===== config.mk =====
export PLATFORM = sky130hd
export DESIGN_NAME = pio_ctrl
export DESIGN_NICKNAME = d
export VERILOG_FILES = /design/src/core/pio_pkg.sv /design/src/core/pio_ctrl.sv
export SDC_FILE = /design/constraint.sdc
export NUM_CORES = 1
export LEC_CHECK = 0
export BUFFER_PORTS_ARGS = -buffer_cell sky130_fd_sc_hd__buf_2
export CELL_PAD_IN_SITES_DETAIL_PLACEMENT = 1
export CELL_PAD_IN_SITES_GLOBAL_PLACEMENT = 2
export CORE_MARGIN = 5
export CORE_UTILIZATION = 35
export CTS_CLUSTER_DIAMETER = 100
export DETAILED_ROUTE_END_ITERATION = 12
export GPL_TIMING_DRIVEN = 0
export PLACE_DENSITY = 0.83
export SLEW_MARGIN = 20
export SYNTH_ARGS = -nofsm -noshare
export SYNTH_HDL_FRONTEND = slang
export SYNTH_SLANG_ARGS = --single-unit

===== constraint.sdc =====
create_clock -name clk_i -period 2.4 [get_ports clk_i]
set_input_delay 0.24 -clock clk_i [delete_from_list [all_inputs] [get_ports clk_i]]
set_output_delay 0.24 -clock clk_i [all_outputs]
set_load 0.02 [all_outputs]

===== src/core/pio_pkg.sv =====
// Functional notes
// Ones written to output_driver_disable turn off that line's driver.
// Driver writes on peripheral-owned lines are stored, pin unaffected.
// output_driver_status reads one per output line, resets to zero.
// output_level_set ones set stored level; pin follows if owned and output.
// output_level_clear ones clear stored level; zeros have no effect.
// output_level_status returns programmed level per line, resets zero.
// Programmed level drives pin only while controller owns it as output.
// pin_level_status always returns the actual pin level.
// change_irq_enable ones enable change interrupt regardless of ownership.
// change_irq_disable ones stop interrupt; changes still recorded.
// change_irq_mask reads one per enabled pin, resets zero.
// change_status bit sets on any pin edge, stays until read.
// Reading change_status clears it; zero after reset.
// controller_take_pin ones give pin to controller; peripheral input low.
// controller_release_pin returns pin; ownership status reads one if owned.
// Bit n maps to line n; interrupt while status and mask both set.
// Pins are synchronised before edge detection, one record per edge.
package pio_pkg;

  localparam int unsigned NUM_LINES = 32;

  // Register byte offsets.
  localparam logic [7:0] OFS_TAKE     = 8'h00;
  localparam logic [7:0] OFS_RELEASE  = 8'h04;
  localparam logic [7:0] OFS_OWN      = 8'h08;
  localparam logic [7:0] OFS_DRV_EN   = 8'h10;
  localparam logic [7:0] OFS_DRV_DIS  = 8'h14;
  localparam logic [7:0] OFS_DRV_STAT = 8'h18;
  localparam logic [7:0] OFS_LVL_SET  = 8'h30;
  localparam logic [7:0] OFS_LVL_CLR  = 8'h34;
  localparam logic [7:0] OFS_LVL_STAT = 8'h38;
  localparam logic [7:0] OFS_PIN_STAT = 8'h3c;
  localparam logic [7:0] OFS_IRQ_EN   = 8'h40;
  localparam logic [7:0] OFS_IRQ_DIS  = 8'h44;
  localparam logic [7:0] OFS_IRQ_MASK = 8'h48;
  localparam logic [7:0] OFS_CHG_STAT = 8'h4c;

  // Reset values.
  localparam logic [31:0] RST_OWN  = 32'h0000_0000;
  localparam logic [31:0] RST_ZERO = 32'h0000_0000;

  // Cycles after reset until the previous-value stage holds a pin level.
  localparam logic [1:0] SYNC_FILL = 2'h3;

  // APB request bundle.
  typedef struct packed {
    logic        psel;
    logic        penable;
    logic        pwrite;
    logic [7:0]  paddr;
    logic [31:0] pwdata;
  } apb_req_s;

endpackage : pio_pkg


===== src/core/pio_ctrl.sv =====
// The register offsets and register access over APB were left to the implementer.
`timescale 1ns/1ps
module pio_ctrl
  import pio_pkg::*;
(
  input  wire logic        clk_i,      // System clock, 40 MHz.
  input  wire logic        reset_i,    // Synchronous reset, active high.
  input  wire apb_req_s    apb_i,      // APB request signals.
  output logic [31:0]      prdata_o,   // APB read data.
  output logic             pready_o,   // APB ready.
  output logic             pslverr_o,  // APB error on unmapped address.
  input  wire logic [31:0] pin_i,      // Level seen on each pin.
  output logic [31:0]      pin_o,      // Level driven onto each pin.
  output logic [31:0]      pin_oe_o,   // High while the controller drives an owned line, or the peripheral an unowned one.
  input  wire logic [31:0] periph_o_i, // Peripheral output level.
  input  wire logic [31:0] periph_oe_i,// Peripheral output enable.
  output logic [31:0]      periph_i_o, // Pin level given to peripheral, low on owned lines.
  output logic             irq_o       // Level interrupt.
);

  ////////////////////////////////////////////////////////////////////////////
  // Bus decode.

  logic        pready_q;
  logic        acc;
  logic        wr;
  logic        rd;
  logic        hit;
  logic [31:0] rdata;

  // An access is taken in its first access cycle; pready is registered, so it rises one cycle later.
  assign acc = apb_i.psel & apb_i.penable & ~pready_q;
  assign wr  = acc & apb_i.pwrite;
  assign rd  = acc & ~apb_i.pwrite;

  logic [1:0]  fill_q;
  logic [31:0] owned_q;
  logic [31:0] drv_q;
  logic [31:0] lvl_q;
  logic [31:0] mask_q;
  logic [31:0] chg_q;
  logic [31:0] sync1_q;
  logic [31:0] sync2_q;
  logic [31:0] prev_q;
  logic [31:0] edge_det;

  // Ownership: take and release.
  always_ff @(posedge clk_i) begin
    if (reset_i) begin
      owned_q <= RST_OWN;
    end else if (wr && apb_i.paddr == OFS_TAKE) begin
      owned_q <= owned_q | apb_i.pwdata;
    end else if (wr && apb_i.paddr == OFS_RELEASE) begin
      owned_q <= owned_q & ~apb_i.pwdata;
    end
  end

  // Driver direction; stored whoever owns the line.
  always_ff @(posedge clk_i) begin
    if (reset_i) begin
      drv_q <= RST_ZERO;
    end else if (wr && apb_i.paddr == OFS_DRV_EN) begin
      drv_q <= drv_q | apb_i.pwdata;
    end else if (wr && apb_i.paddr == OFS_DRV_DIS) begin
      drv_q <= drv_q & ~apb_i.pwdata;
    end
  end

  // Programmed output level.
  always_ff @(posedge clk_i) begin
    if (reset_i) begin
      lvl_q <= RST_ZERO;
    end else if (wr && apb_i.paddr == OFS_LVL_SET) begin
      lvl_q <= lvl_q | apb_i.pwdata;
    end else if (wr && apb_i.paddr == OFS_LVL_CLR) begin
      lvl_q <= lvl_q & ~apb_i.pwdata;
    end
  end

  // Interrupt mask.
  always_ff @(posedge clk_i) begin
    if (reset_i) begin
      mask_q <= RST_ZERO;
    end else if (wr && apb_i.paddr == OFS_IRQ_EN) begin
      mask_q <= mask_q | apb_i.pwdata;
    end else if (wr && apb_i.paddr == OFS_IRQ_DIS) begin
      mask_q <= mask_q & ~apb_i.pwdata;
    end
  end

  ////////////////////////////////////////////////////////////////////////////
  // Pin synchronisation and change detection.

  // Two-stage synchroniser, then a previous-value stage for edges.
  always_ff @(posedge clk_i) begin
    if (reset_i) begin
      sync1_q <= RST_ZERO;
      sync2_q <= RST_ZERO;
      prev_q  <= RST_ZERO;
      fill_q  <= 2'h0;
    end else begin
      sync1_q <= pin_i;
      sync2_q <= sync1_q;
      prev_q  <= sync2_q;
      if (fill_q != SYNC_FILL) begin
        fill_q <= fill_q + 2'h1;
      end
    end
  end

  // Edges count only once both compared stages hold real pin levels, so a
  // pin that sits high through reset is not taken for a change.
  assign edge_det = (fill_q == SYNC_FILL) ? (sync2_q ^ prev_q) : RST_ZERO;

  // Sticky change flags: a new edge wins over the clear by read.
  always_ff @(posedge clk_i) begin
    if (reset_i) begin
      chg_q <= RST_ZERO;
    end else if (rd && apb_i.paddr == OFS_CHG_STAT) begin
      chg_q <= edge_det;
    end else begin
      chg_q <= chg_q | edge_det;
    end
  end

  ////////////////////////////////////////////////////////////////////////////
  // Pin and peripheral outputs, all registered.

  genvar n;
  generate
    for (n = 0; n < NUM_LINES; n++) begin : g_line
      always_ff @(posedge clk_i) begin
        if (reset_i) begin
          pin_o[n]      <= 1'b0;
          pin_oe_o[n]   <= 1'b0;
          periph_i_o[n] <= 1'b0;
        end else if (owned_q[n]) begin
          pin_o[n]      <= lvl_q[n];
          pin_oe_o[n]   <= drv_q[n];
          periph_i_o[n] <= 1'b0;
        end else begin
          pin_o[n]      <= periph_o_i[n];
          pin_oe_o[n]   <= periph_oe_i[n];
          periph_i_o[n] <= sync2_q[n];
        end
      end
    end
  endgenerate

  // Interrupt while any unmasked change flag is set.
  always_ff @(posedge clk_i) begin
    if (reset_i) begin
      irq_o <= 1'b0;
    end else begin
      irq_o <= |(chg_q & mask_q);
    end
  end

  ////////////////////////////////////////////////////////////////////////////
  // Read mux and APB answer.

  // Read data selection by address.
  always_comb begin
    hit   = 1'b1;
    rdata = RST_ZERO;
    if (apb_i.paddr == OFS_TAKE || apb_i.paddr == OFS_RELEASE) begin
      rdata = RST_ZERO;
    end else if (apb_i.paddr == OFS_OWN) begin
      rdata = owned_q;
    end else if (apb_i.paddr == OFS_DRV_EN
                 || apb_i.paddr == OFS_DRV_DIS) begin
      rdata = RST_ZERO;
    end else if (apb_i.paddr == OFS_DRV_STAT) begin
      rdata = drv_q;
    end else if (apb_i.paddr == OFS_LVL_SET
                 || apb_i.paddr == OFS_LVL_CLR) begin
      rdata = RST_ZERO;
    end else if (apb_i.paddr == OFS_LVL_STAT) begin
      rdata = lvl_q;
    end else if (apb_i.paddr == OFS_PIN_STAT) begin
      rdata = sync2_q;
    end else if (apb_i.paddr == OFS_IRQ_EN
                 || apb_i.paddr == OFS_IRQ_DIS) begin
      rdata = RST_ZERO;
    end else if (apb_i.paddr == OFS_IRQ_MASK) begin
      rdata = mask_q;
    end else if (apb_i.paddr == OFS_CHG_STAT) begin
      rdata = chg_q;
    end else begin
      hit = 1'b0;
    end
  end

  // Registered answer: ready one cycle into the access phase.
  always_ff @(posedge clk_i) begin
    if (reset_i) begin
      pready_q  <= 1'b0;
      prdata_o  <= RST_ZERO;
      pslverr_o <= 1'b0;
    end else begin
      pready_q  <= acc;
      prdata_o  <= rd ? rdata : RST_ZERO;
      pslverr_o <= acc & ~hit;
    end
  end

  assign pready_o = pready_q;

endmodule : pio_ctrl


Word-level counts from Yosys, hierarchy flattened. Cells that the tools add are included.

Output and inout bits: 131. Word-level logic and storage cells: 291. Flip-flop bits (word level): 389. Input port bits: 141.

Multiplexer cells: 93. Equal/unequal tests: 15. Add/sub/neg operators: 1. Bitwise logic cells: 21. Reductions and logical operators: 52.

Operator list (count): 2-to-1 mux 32 bit (19); AND 32 bit (5); OR 32 bit (5); 2-to-1 mux 1 bit (74); OR reduction 2 bit (32); equality test 8 x 6 -> 1 bit, second input constant (4); equality test 8 x 7 -> 1 bit, second input constant (4); NOT 32 bit (1); OR reduction 32 bit (1); bitwise XOR 32 bit (1); equality test 8 x 5 -> 1 bit, second input constant (3); logical AND 1 bit (9); equality test 8 x 3 -> 1 bit, second input constant (1); equality test 8 x 4 -> 1 bit, second input constant (1); zero test 8 bit (1); nonzero test 2 bit (4); AND 1 bit (5); logical OR 1 bit (4); NOT 1 bit (4); OR reduction 3 bit (1); adder 2 x 1 -> 2 bit, second input constant (1); equality test 2 bit, second input constant (1); != test 2 bit, second input constant (1).

Logic depth before layout (Yosys ltp).
Depth in word-level cells: 13. Mapped depth: 7. Gate-level depth less buffers: 4.

Worst setup path before layout. No wires, ideal clock.

Kind: reg-to-reg. Start: register pready_q, in the netlist pready_o. End: register (tool-made name). Arrival: 1828 ps. Period minus slack after synthesis: 1970 ps. Path slack: 430 ps. Stages on the path, launching flop included: 5. Setup time: 142 ps. Path through: dfxtp_1 -> nand3b_1 -> nor4_4 -> clkbuf_1 -> a311oi_1.

RTL lines: from (decl) (RTL line pio_ctrl.sv:24) `logic pready_q;`; from (signal assigned) (RTL line pio_ctrl.sv:197) `pready_q <= 1'b0;`; from (signal assigned) (RTL line pio_ctrl.sv:201) `pready_q <= acc;`.

Worst setup path after layout.
Start: register pready_q, in the netlist pready_o. End: register prdata_o[6].

Longest elaborated chain between the ends: 5.

Ends and longest elaborated chain: NOT 1 bit (RTL line pio_ctrl.sv:32) `assign acc = apb_i.psel & apb_i.penable & ~pready_q;`; AND 1 bit (RTL line pio_ctrl.sv:32); AND 1 bit (RTL line pio_ctrl.sv:34) `assign rd = acc & ~apb_i.pwrite;`; NOT 1 bit (no source line); OR reduction 3 bit (no source line); to (signal assigned) (RTL line pio_ctrl.sv:202) `prdata_o <= rd ? rdata : RST_ZERO;`; to (decl) (RTL line pio_ctrl.sv:9) `output logic [31:0] prdata_o,`.

No other way between the ends. A chain may end at the register's enable or synchronous reset.

==> out/qor.txt <==
outcome: finished, final reports clean
CP endpoint kind: flip-flop
Switching Power: 3.61 mW
leakage: 7.41 nW
CTS Buf Count: 43
Clock Latency Late Sink: 0.58 ns
Hold WS: 0.0367 ns
layout cells sized above 1: 0.199
Reg2Reg Capture Point: prdata_o[6]
pin count of the biggest net entering global routing: 14
core area: 40,900 um2
WHS Endpoint: pslverr_o
flop2flop setup slack: 0.08 ns
register share of total power: 0.450
pwr dens: 776 nW/um2
die height: 213 um
# port buffers: 238
die extent in x: 213 um
top cell type's share of synthesized area: 0.538
layout overhead on the synthesized area: 32.4%
critical path required time: 2.84 ns
Fill cells: 4,641
Max Used Layer: met4
syn_nets: 1,556
Critical Path Start Type: flip-flop
slew margin rel.: 0.207
Final Routed Wirelength: 60.1 mm
number of H-tree levels: 2
Reg2Reg Depth: 6
Final Cycle Share: 0.969
root buf cell: clkbuf_16
top cells by area, synth: dfxtp_1, a311oi_1, mux2i_1
clk buf depth: 3
Hold Vio Cnt, Final: 0
Max Cap Viol: 0
initial antenna violation count: 0
Worst Hold Class: in2reg
Hold Crit Depth: 3
Finished Cell Area: 19,200 um2
CTS tree: done
Setup violations, final: 0
cell taking the most area after synthesis: dfxtp_1
gpl congestion: 0.907
Via density: 5.46
Pint: 11.3 mW
#FFs+latches synth: 389
reg2reg start: pready_o
worst hold start: apb_i[35]
commonest cells in the synthesized netlist: dfxtp_1, a21oi_1, a311oi_1
post-DP HPWL: 42.6 mm
Worst-Margin Slew: 1.19 ns
row count: 74
Post-Syn Area: 14,500 um2
CP max FO: 10
DRC errors left: 0
drt wl/cell: 25.1 um
FMAX: 0.430 GHz
Initial Util: 0.354
crit path DAT: 2.76 ns
Slew Limit Fails: 0
Gate power share: 0.077
Post-DP Area: 16,300 um2
CTS clk-pin slew, worst paths: 0.06 ns
Post-synth ARST share: 0
synth warn: 0
met1 wire length: 25.6 mm
Crit Path Class: reg2reg
Post-Syn Instances: 1,414
syn_area_per_cell: 10.2 um2
DR WL met3: 3.84 mm
antenna-violating nets left: 0
fin crit period: 2.32 ns
WL met2: 28.9 mm
die footprint: 45,500 um2
most frequent cell after synthesis: dfxtp_1
total track usage: 0.256
EDFF count, synth: 0
Sw Share: 0.242
grt total ovfl: 0
Final nets: 1,973
VDD IR max: 0.534 mV
skew final: 0.0151 ns
unrepaired setup endpoints after global routing: false
Initial DRC Count: 811
Clk pwr share: 0.473
vias in the first global route: 13,748
Via Count: 13,096
final worst slack: 0.0753 ns
Inserted Diodes: 0
Synth cell types: 36
main flop type after synthesis: dfxtp_1
io pins: 272
DR pass1 iterations: 5
first-pass GRT wire length: 87.9 mm
sequential area share after synthesis: 0.538
Setup WS pre-CTS: -0.818 ns
clock sinks: 389
==> kinds of logic after synthesis <==
family | Yosys count | synth area share
mux | 98 | 0.0677
buf+inv | 154 | 0.0464
fa+ha+maj | 1 | 0.000864
flops | 389 | 0.538
xor+xnor | 33 | 0.0200
simple gates | 274 | 0.106
compound gates | 465 | 0.221
==> per-layer routing <==
layer / GRT usage / up-vias
met4: 0.0772 / 0
met3: 0.0448 / 100
met2: 0.436 / 465
met1: 0.333 / 6490
met5: 0 / -
li1: - / 6041
==> cells in the final DEF (no fill, tap or decap), drive strengths merged <==
| cell type | count |
|---|---|
| or4 | 2 |
| nor2b | 128 |
| clkbuf | 167 |
| inv | 2 |
| nor3 | 3 |
| or3b | 1 |
| ha | 1 |
| mux2i | 98 |
| nor2 | 102 |
| bufinv | 4 |
| dfxtp | 389 |
| or4b | 2 |
| a21oi | 174 |
| a32oi | 32 |
| a22oi | 48 |
| nor4b | 2 |
| buf | 302 |
| clkinvlp | 3 |
| nand3 | 2 |
| and2 | 18 |
| nand2 | 1 |
| and3b | 1 |
| o21ai | 18 |
| o22ai | 18 |
| dlygate4sd3 | 123 |
| o32ai | 14 |
| nor4 | 3 |
| o21a | 32 |
| nand2b | 1 |
| nand4 | 5 |
| clkinv | 4 |
| xor2 | 33 |
| nor4bb | 1 |
| nor3b | 1 |
| a311oi | 129 |
| nand3b | 1 |
==> timing repair <==
action,CTS,global route
hold buffers,123,0
cloned,0,0
resized for setup,2,2
hold endpoints to repair,197,0
pin swaps,2,1
endpoints found under the setup margin,147,20
setup buffers,9,2
==> stage by stage <==
step	setup TNS (ns)	std cells	power [mW]	util
floorplan	0	1414	7.35	-
global placement	-88.26	2184	7.77	0.399
detailed placement	-92.34	2184	7.80	0.399
CTS	0	2395	15.0	0.468
global route	0	2397	15.4	0.468
finish	0	2397	14.9	0.468
==> critical path, stage by stage, from the launching register on <==
cell      delay (ns)
dfxtp_1         0.31
nand3b_1        0.25
buf_4           0.22
nor2_1          0.19
nand2_1         0.23
clkbuf_1        0.45
o32ai_1         0.53
==> power by group through the flow <==
stage / logic, mW / registers, mW / clock network [mW]
2_1_floorplan: 0.441 / 6.91 / 0
3_3_place_gp: 0.938 / 6.84 / 0
3_5_place_dp: 0.958 / 6.84 / 0
4_1_cts: 1.13 / 6.70 / 7.14
5_1_grt: 1.23 / 6.71 / 7.41
6_report: 1.14 / 6.70 / 7.03
==> layout make-up <==
cell class,count,area [um2],share of cell area
Buffer,152,667,0.0348
Multi-Input combinational cell,871,6030,0.315
Sequential cell,389,7790,0.406
Clock inverter,12,183,0.00953
Timing Repair Buffer,373,2520,0.131
Inverter,1,3.75,0.000196
Tap cell,532,666,0.0347
Clock buffer,67,1320,0.0687
==> how the worst max path moves through the flow <==
stage                          from  depth (start not counted)  slack, ns            to
after CTS                  pready_o                          5       0.06     flip-flop
after floorplan            pready_o                          4       0.43     flip-flop
final                      pready_o                          6       0.08   prdata_o[6]
after global routing       pready_o                          6       0.01  prdata_o[25]
after global placement    apb_i[40]                          6      -0.82  prdata_o[31]
after detailed placement  apb_i[33]                          6      -0.82  prdata_o[28]
Note: power is estimated with default switching activity, not from simulation.
